### src/core/cab_irq_regs.svh
`ifndef CAB_IRQ_REGS_SVH
`define CAB_IRQ_REGS_SVH

// =============================================================
// Register indices; byte address is four times the index.
`define CAB_IDX_CI_STATUS 12'hb40
`define CAB_IDX_CI_ENABLE 12'hb41
`define CAB_IDX_BOC_STATUS 12'hb70
`define CAB_IDX_BOC_ENABLE 12'hb71

// =============================================================
// Field positions.
`define CAB_BIT_AIS_CHANGE 1
`define CAB_BIT_RAI_CHANGE 0
`define CAB_BIT_AIS_STATE 5
`define CAB_BIT_RAI_STATE 4
`define CAB_BIT_MATCH_THIRD 7
`define CAB_BIT_MATCH_SECOND 6

// =============================================================
// Reset values.
`define CAB_RST_CI_ENABLE 2'h0
`define CAB_RST_BOC_ENABLE 8'h00
`define CAB_RST_PRDATA 32'h0000_0000

`endif

### src/core/cab_pkg.sv
package cab_pkg;
   typedef enum logic {
      apb_idle,
      apb_access
   } cab_apb_state_t;
   typedef logic [7:0] cab_byte_t;
   typedef logic [1:0] cab_ci_bits_t;
endpackage

### src/core/cab_event_flag.sv
`timescale 1ns/1ps
`default_nettype none
module cab_event_flag #(
   parameter int WIDTH = 1
) (
   input wire logic i_ref_clk,
   input wire logic i_rst,
   input wire logic [WIDTH-1:0] i_set,
   input wire logic [WIDTH-1:0] i_clear,
   output logic [WIDTH-1:0] o_flag
);
   logic [WIDTH-1:0] flag;
   logic [WIDTH-1:0] next_flag;

   // A set in the same cycle as a clear keeps the flag.
   always_comb begin
      next_flag = i_set | (flag & ~i_clear);
   end

   always_ff @(posedge i_ref_clk) begin
      if (i_rst) begin
         flag <= '0;
      end else begin
         flag <= next_flag;
      end
   end

   assign o_flag = flag;
endmodule
`default_nettype wire

### src/core/cab_change_det.sv
`timescale 1ns/1ps
`default_nettype none
module cab_change_det (
   input wire logic i_ref_clk,
   input wire logic i_rst,
   input wire logic i_state,
   output logic o_change
);
   logic prev;
   logic next_prev;

   always_comb begin
      next_prev = i_state;
   end

   always_ff @(posedge i_ref_clk) begin
      if (i_rst) begin
         prev <= 1'b0;
      end else begin
         prev <= next_prev;
      end
   end

   // Either direction of the detector state counts as a change.
   assign o_change = i_state ^ prev;
endmodule
`default_nettype wire

### src/core/cab_ci_alarm_boc_irq.sv
// Added by the designer: register access over APB.
`timescale 1ns/1ps
`default_nettype none
`include "cab_irq_regs.svh"
module cab_ci_alarm_boc_irq
   import cab_pkg::*;
(
   input wire logic i_ref_clk,
   input wire logic i_rst,
   input wire logic i_psel,
   input wire logic i_penable,
   input wire logic i_pwrite,
   input wire logic [15:0] i_paddr,
   input wire logic [31:0] i_pwdata,
   output logic [31:0] o_prdata,
   output logic o_pready,
   output logic o_pslverr,
   input wire logic i_ais_ci_state,
   input wire logic i_rai_ci_state,
   input wire logic i_fdl_match_third,
   input wire logic i_fdl_match_second,
   input wire logic i_code_cleared,
   input wire logic i_rx_link_abort,
   input wire logic i_rx_link_full,
   input wire logic i_tx_link_empty,
   input wire logic i_fdl_match_first,
   input wire logic i_code_change,
   output logic o_irq
);
   // =============================================================
   // Address decode.
   localparam logic [15:0] ADDR_CI_STATUS = {2'h0, `CAB_IDX_CI_STATUS, 2'h0};
   localparam logic [15:0] ADDR_CI_ENABLE = {2'h0, `CAB_IDX_CI_ENABLE, 2'h0};
   localparam logic [15:0] ADDR_BOC_STATUS = {2'h0, `CAB_IDX_BOC_STATUS, 2'h0};
   localparam logic [15:0] ADDR_BOC_ENABLE = {2'h0, `CAB_IDX_BOC_ENABLE, 2'h0};

   cab_apb_state_t state;
   cab_apb_state_t next_state;
   logic [31:0] prdata;
   logic [31:0] next_prdata;
   logic pready;
   logic next_pready;
   logic pslverr;
   logic next_pslverr;
   logic irq;
   logic next_irq;
   cab_ci_bits_t ci_en;
   cab_ci_bits_t next_ci_en;
   cab_byte_t boc_en;
   cab_byte_t next_boc_en;

   logic setup;
   logic done;
   logic hit_ci_status;
   logic hit_ci_enable;
   logic hit_boc_status;
   logic hit_boc_enable;
   logic hit;
   logic ais_change;
   logic rai_change;
   cab_ci_bits_t ci_set;
   cab_ci_bits_t ci_clear;
   cab_ci_bits_t ci_flags;
   cab_byte_t boc_set;
   cab_byte_t boc_clear;
   cab_byte_t boc_flags;
   cab_byte_t ci_status_word;
   cab_byte_t rd_byte;

   always_comb begin
      setup = i_psel & ~i_penable;
      done = i_psel & i_penable & pready;
      hit_ci_status = (i_paddr == ADDR_CI_STATUS);
      hit_ci_enable = (i_paddr == ADDR_CI_ENABLE);
      hit_boc_status = (i_paddr == ADDR_BOC_STATUS);
      hit_boc_enable = (i_paddr == ADDR_BOC_ENABLE);
      hit = hit_ci_status | hit_ci_enable | hit_boc_status | hit_boc_enable;
   end

   // =============================================================
   // Event sources.
   cab_change_det u_ais_det (
      .i_ref_clk(i_ref_clk),
      .i_rst(i_rst),
      .i_state(i_ais_ci_state),
      .o_change(ais_change)
   );

   cab_change_det u_rai_det (
      .i_ref_clk(i_ref_clk),
      .i_rst(i_rst),
      .i_state(i_rai_ci_state),
      .o_change(rai_change)
   );

   always_comb begin
      ci_set = 2'h0;
      ci_set[`CAB_BIT_AIS_CHANGE] = ais_change;
      ci_set[`CAB_BIT_RAI_CHANGE] = rai_change;
      boc_set = {i_fdl_match_third,
                 i_fdl_match_second,
                 i_code_cleared,
                 i_rx_link_abort,
                 i_rx_link_full,
                 i_tx_link_empty,
                 i_fdl_match_first,
                 i_code_change};
   end

   // =============================================================
   // Status flags.
   // A read clears only the bits it returned, so an event arriving after the
   // read data were captured survives. A write clears the bits written as 1.
   always_comb begin
      ci_clear = 2'h0;
      boc_clear = 8'h00;
      if (done && hit_ci_status) begin
         ci_clear = i_pwrite ? i_pwdata[1:0] : prdata[1:0];
      end
      if (done && hit_boc_status) begin
         boc_clear = i_pwrite ? i_pwdata[7:0] : prdata[7:0];
      end
   end

   cab_event_flag #(
      .WIDTH(2)
   ) u_ci_flags (
      .i_ref_clk(i_ref_clk),
      .i_rst(i_rst),
      .i_set(ci_set),
      .i_clear(ci_clear),
      .o_flag(ci_flags)
   );

   cab_event_flag #(
      .WIDTH(8)
   ) u_boc_flags (
      .i_ref_clk(i_ref_clk),
      .i_rst(i_rst),
      .i_set(boc_set),
      .i_clear(boc_clear),
      .o_flag(boc_flags)
   );

   // =============================================================
   // Bus slave and enables.
   always_comb begin
      ci_status_word = 8'h00;
      ci_status_word[`CAB_BIT_AIS_STATE] = i_ais_ci_state;
      ci_status_word[`CAB_BIT_RAI_STATE] = i_rai_ci_state;
      ci_status_word[1:0] = ci_flags;
      rd_byte = 8'h00;
      if (hit_ci_status) begin
         rd_byte = ci_status_word;
      end else if (hit_ci_enable) begin
         rd_byte = {6'h00, ci_en};
      end else if (hit_boc_status) begin
         rd_byte = boc_flags;
      end else if (hit_boc_enable) begin
         rd_byte = boc_en;
      end
   end

   always_comb begin
      next_state = state;
      case (state)
         apb_idle: begin
            if (setup) begin
               next_state = apb_access;
            end
         end
         apb_access: begin
            if (done) begin
               next_state = apb_idle;
            end
         end
         default: begin
            next_state = apb_idle;
         end
      endcase
      next_pready = setup;
      next_pslverr = setup & ~hit;
      next_prdata = prdata;
      if (setup) begin
         next_prdata = i_pwrite ? `CAB_RST_PRDATA : {24'h00_0000, rd_byte};
      end
      next_ci_en = ci_en;
      next_boc_en = boc_en;
      if (done && i_pwrite && hit_ci_enable) begin
         next_ci_en = i_pwdata[1:0];
      end
      if (done && i_pwrite && hit_boc_enable) begin
         next_boc_en = i_pwdata[7:0];
      end
      next_irq = (|(ci_flags & ci_en)) | (|(boc_flags & boc_en));
   end

   always_ff @(posedge i_ref_clk) begin
      if (i_rst) begin
         state <= apb_idle;
         prdata <= `CAB_RST_PRDATA;
         pready <= 1'b0;
         pslverr <= 1'b0;
         ci_en <= `CAB_RST_CI_ENABLE;
         boc_en <= `CAB_RST_BOC_ENABLE;
         irq <= 1'b0;
      end else begin
         state <= next_state;
         prdata <= next_prdata;
         pready <= next_pready;
         pslverr <= next_pslverr;
         ci_en <= next_ci_en;
         boc_en <= next_boc_en;
         irq <= next_irq;
      end
   end

   assign o_prdata = prdata;
   assign o_pready = pready;
   assign o_pslverr = pslverr;
   assign o_irq = irq;
endmodule
`default_nettype wire

### config.mk
export PLATFORM = sky130hd
export DESIGN_NAME = cab_ci_alarm_boc_irq
export DESIGN_NICKNAME = d
export VERILOG_FILES = /design/src/core/cab_pkg.sv /design/src/core/cab_event_flag.sv /design/src/core/cab_change_det.sv /design/src/core/cab_ci_alarm_boc_irq.sv
export VERILOG_INCLUDE_DIRS = /design/src /design/src/core
export SDC_FILE = /design/constraint.sdc
export NUM_CORES = 1
export LEC_CHECK = 0
export CAP_MARGIN = 20
export CORE_ASPECT_RATIO = 1.75
export CORE_MARGIN = 2
export CORE_UTILIZATION = 37
export CTS_CLUSTER_SIZE = 40
export DETAILED_ROUTE_END_ITERATION = 10
export DONT_BUFFER_PORTS = 1
export PLACE_DENSITY_LB_ADDON = 0.2
export SETUP_SLACK_MARGIN = 0.5
export SYNTH_ARGS = -nofsm -noshare
export SYNTH_HDL_FRONTEND = slang
export SYNTH_HIERARCHICAL = 1
export SYNTH_SLANG_ARGS = --single-unit
### constraint.sdc
create_clock -name i_ref_clk -period 3.82 [get_ports i_ref_clk]
set_clock_uncertainty 0.2 [all_clocks]
set_input_delay 0.382 -clock i_ref_clk [delete_from_list [all_inputs] [get_ports i_ref_clk]]
set_output_delay 0.382 -clock i_ref_clk [all_outputs]
set_load 0.02 [all_outputs]
=== Word level (Yosys, flattened, before mapping) ===
Cells that the tools add are included.
W data, S select, Z words.

* Flip-flop bits (word level): 57
* Input bits: 63
* Output and inout port bits: 35

* Bitwise operators: 20
* Equal/unequal tests: 4
* Reduce and logical (&&, ||, !) cells: 7
* Mux-type cells: 9

{| class="wikitable"
|+ Operator list
! cell !! count
|-
| $eq A16 B14 Y1 const B || 4
|-
| $mux W8 || 7
|-
| $and A8 B8 Y8 || 2
|-
| $not A8 Y8 || 1
|-
| $or A8 B8 Y8 || 1
|-
| $reduce_or A8 Y1 || 1
|-
| $logic_and A1 B1 Y1 || 5
|-
| $and A1 B1 Y1 || 4
|-
| $and A2 B2 Y2 || 2
|-
| $mux W2 || 2
|-
| $or A1 B1 Y1 || 4
|-
| $not A1 Y1 || 2
|-
| $not A2 Y2 || 1
|-
| $or A2 B2 Y2 || 1
|-
| $reduce_or A2 Y1 || 1
|-
| $xor A1 B1 Y1 || 2
|}

=== Logic depth before layout (Yosys ltp) ===
* Depth in word-level cells: 7
* Gate-level depth with buffers: 7
* Mapped depth without buffers: 6

=== Hierarchy ===
The synthesis kept the hierarchy.

{| class="wikitable"
|+ Modules (own cells, without submodules)
! module !! cells each !! area an instance (µm²) !! times used
|-
| cab_ci_alarm_boc_irq || 161 || 1412.6 || 1
|-
| cab_event_flag (u_boc_flags) || 33 || 381.6 || 1
|-
| cab_change_det || 3 || 35.0 || 2
|-
| cab_event_flag (u_ci_flags) || 8 || 70.1 || 1
|}

=== Least setup slack after synthesis ===
Ideal clock, no wire load.

* Path type: input to register
* Start point: input port i_paddr[0]
* End point: register u_boc_flags.flag[1] (netlist: u_boc_flags/o_flag[1])
* Path slack: 1864 ps
* Path buffers: 1
* Arrival time: 1642 ps
* Stages on the path: 7
* Path through: nor4b_4 > nand4_4 > or3b_1 > buf_6 > nor2_2 > nand2b_4 > a21oi_2

* Cells in the longest elaborated chain, start to end: 6

{| class="wikitable"
|+ RTL lines
! what !! line !! RTL
|-
| start, declared || cab_ci_alarm_boc_irq.sv:13 || <nowiki>input wire logic [15:0] i_paddr,</nowiki>
|-
| $eq A16 B14 Y1 || cab_ci_alarm_boc_irq.sv:75 || <nowiki>hit_boc_status = (i_paddr == ADDR_BOC_STATUS);</nowiki>
|-
| $logic_and A1 B1 Y1 || cab_ci_alarm_boc_irq.sv:120 || <nowiki>if (done && hit_boc_status) begin</nowiki>
|-
| $mux W8 || cab_ci_alarm_boc_irq.sv:120 ||
|-
| via boc_clear[1] || cab_ci_alarm_boc_irq.sv:65 || <nowiki>cab_byte_t boc_clear;</nowiki>
|-
| $not A8 Y8 || cab_event_flag.sv:17 || <nowiki>next_flag = i_set | (flag & ~i_clear);</nowiki>
|-
| $and A8 B8 Y8 || cab_event_flag.sv:17 ||
|-
| $or A8 B8 Y8 || cab_event_flag.sv:17 ||
|-
| end signal, assigned || cab_event_flag.sv:24 || <nowiki>flag <= next_flag;</nowiki>
|-
| end, declared || cab_event_flag.sv:12 || <nowiki>logic [WIDTH-1:0] flag;</nowiki>
|}

The timed path passes the listed nets, and every way through them passes these cells.
A chain may end at the register's enable or synchronous reset.

=== Worst setup path in the final report ===
* Start point: input port i_paddr[0]
* End point: register u_boc_flags.flag[0] (netlist: u_boc_flags/o_flag[0])

The elaborated chain is that of the path after synthesis.

==> impl_metrics.env <==
export IMPL_clkTransAtPathRegs_ns=0.07
export IMPL_max_cap_viol_count=0
export IMPL_ir_drop_mv=0.1644
export IMPL_root_buffer="clkbuf_8"
export IMPL_ys_seq_elements=33
export IMPL_yosys_top_cells_area="dfxtp_1, mux2i_1, buf_4"
export IMPL_port_buffers=0
export IMPL_setup_tns_ns=0
export IMPL_avgSynthCellArea_sq_um=9.300
export IMPL_clockBufferDepth=2
export IMPL_status="finished with violations"
export IMPL_routed_wl_mm=4.508
export IMPL_required_ns=3.75
export IMPL_critPathKind="in2reg"
export IMPL_startpoint_type="input port"
export IMPL_antenna_found_initial=0
export IMPL_min_period_over_period_pct=52.84
export IMPL_power_leakage_uw=0.0007911
export IMPL_yosysSeqAreaShare_pct=34.15
export IMPL_io_pins=98
export IMPL_rsz0062_at_grt="false"
export IMPL_syn_cell_area_sq_um=1934
export IMPL_initial_core_util_pct=38.53
export IMPL_cts_setup_buffers=0
export IMPL_drv_slew=0
export IMPL_grt_overflow_total=0
export IMPL_dpl_worst_slack_ns=1.525
export IMPL_wire_per_inst_um=17.21
export IMPL_critPathTopFamily="simple AND/OR/NAND/NOR gates"
export IMPL_ant_nets=0
export IMPL_die_width_um=58.66
export IMPL_cts_sinks=33
export IMPL_fin_nets=271
export IMPL_syn_to_final_growth_pct=1.358
export IMPL_end_kind="flop"
export IMPL_ys_warn_count=6
export IMPL_setup_slack_ns=1.801
export IMPL_critical_path_peak_fanout=10
export IMPL_insertion_delay_ns=0.28
export IMPL_synth_top_area_share_pct=34.15
export IMPL_dpl_hpwl_mm=3.345
export IMPL_grt_max_degree=22
export IMPL_setup_violations=0
export IMPL_holdPathStages=1
export IMPL_max_freq_mhz=495.4
export IMPL_tightest_slew_ns=1.088
export IMPL_via_per_inst=5.332
export IMPL_ys_async_sr_fraction_pct=0
export IMPL_synth_edf_count=0
export IMPL_p_per_area_nw_per_um2=360.4
export IMPL_critical_path_max_stage_delay_ns=0.64
export IMPL_yosysUniqueCellTypes=41
export IMPL_vias=1397
export IMPL_cp_arrival_ns=1.95
export IMPL_fin_area_sq_um=1961
export IMPL_holdCritPathClass="in2reg"
export IMPL_hold_viol_final=0
export IMPL_num_antenna_cells=0
export IMPL_dr_first_iter_drc_count=42
export IMPL_layout_min_cycle_time_ns=2.019
export IMPL_yosys_top_cells_count="dfxtp_1, buf_4, mux2i_1, o21ai_0"
export IMPL_synth_top_area_cell="dfxtp_1"
export IMPL_cts_max_level=2
export IMPL_numCtsBuffers=5
export IMPL_gr_usage_all_layers_pct=16.89
export IMPL_relSlewSlack_pct=27.26
export IMPL_synthCells=208
export IMPL_grt_pass1_wl_mm=7.258
export IMPL_critPathSlowestCell="or3b_1"
export IMPL_drt_drc_violations_left=9
export IMPL_critical_path_cell_chain="nor4b_4 > nand4_4 > or3b_1 > nor2_2 > nand2b_4 > a21oi_2"
export IMPL_drt_pass1_iterations=7
export IMPL_power_uw=706.7
export IMPL_critPathBufInv=0
export IMPL_layout_drive_gt1_share_pct=17.31
export IMPL_path_depth=6
export IMPL_grt_pass1_vias=1400
export IMPL_synth_main_ff_cell="dfxtp_1"
export IMPL_place_area_sq_um=1864
export IMPL_violations="DRC"
export IMPL_synth_most_common_cell="dfxtp_1"
export IMPL_die_h_um=99.65
export IMPL_num_rows=34
export IMPL_cts_tree="built"
export IMPL_die_area_sq_um=5845
export IMPL_core_area_sq_um=5020
export IMPL_reg2reg_depth=5
export IMPL_globalplace_congestion=0.7770
## cell families after synthesis
family,after synthesis,synth area share (%)
and+or+nand+nor,63,25.16
AOI/OAI and AO/OA,46,15.33
buffers and inverters,43,13.91
DFF,33,34.15
muxes,20,10.35
xor gates and xnor gates,2,0.9057
other,1,0.1939
## power breakdown
group          internal [uW]  switching, uW
registers                354           11.8
logic                   25.8           45.3
clock network            143            127
## through the flow
| stage | hold slack (ns) | instances | util, % |
|---|---|---|---|
| global placement | 0.2490 | 254 | 37.14 |
| floorplan | 0.2511 | 231 | - |
| CTS | 0.02007 | 262 | 39.06 |
| global route | 0.01830 | 262 | 39.06 |
| detailed placement | 0.2500 | 254 | 37.14 |
| finish | 0.02495 | 262 | 39.06 |
## sequential cells by signal, summed over array words and instances (netlist names)
register / count
u_rai_det/prev: 1
boc_en: 8
u_boc_flags/o_flag: 8
u_ais_det/prev: 1
o_irq: 1
o_prdata: 8
u_ci_flags/o_flag: 2
ci_en: 2
o_pready: 1
o_pslverr: 1
## worst paths after layout
check / startpoint / end / slack (ns)
setup / recovery: i_paddr[0] / u_boc_flags/o_flag[0] / 1.80
hold / removal: i_ais_ci_state / u_ais_det/prev / 0.02
setup reg to reg: o_pready / u_boc_flags/o_flag[0] / 1.80
hold reg to reg: boc_en[3] / boc_en[3] / 0.29
## cells in the final DEF, fill, tap and decap left out, drive strengths merged, types with 8 or more instances in the layout
| cell | count |
|---|---|
| nor2 | 12 |
| nand4 | 9 |
| inv | 12 |
| o21ai | 14 |
| nand2 | 8 |
| nand2b | 14 |
| conb | 24 |
| dfxtp | 33 |
| mux2i | 20 |
| a21oi | 20 |
## repair_timing
item / 4_1_cts / 5_1_grt
hold buffers: 1 / 0
hold endpoints to repair: 21 / 0
resized for setup: 0 / 0
setup endpoints to repair: 0 / 0
## area by class of cell
class | instances | area, sq um
Clock buffer | 7 | 86.33
Fill cell | 544 | 3059
Inverter | 12 | 45.04
Multi-Input combinational cell | 155 | 1091
Sequential cell | 33 | 660.6
Tap cell | 54 | 67.56
Timing Repair Buffer | 1 | 10.01
## routing by layer
layer  part of all wire (%)  up-vias  track usage, %
met3                    6.4        6           4.421
met1                     38      662           18.21
met2                     54       44           29.99
met5                      0        -               0
met4                    1.5        0           7.343
li1                       -      685               -
Power figures use the tool's default switching activity.
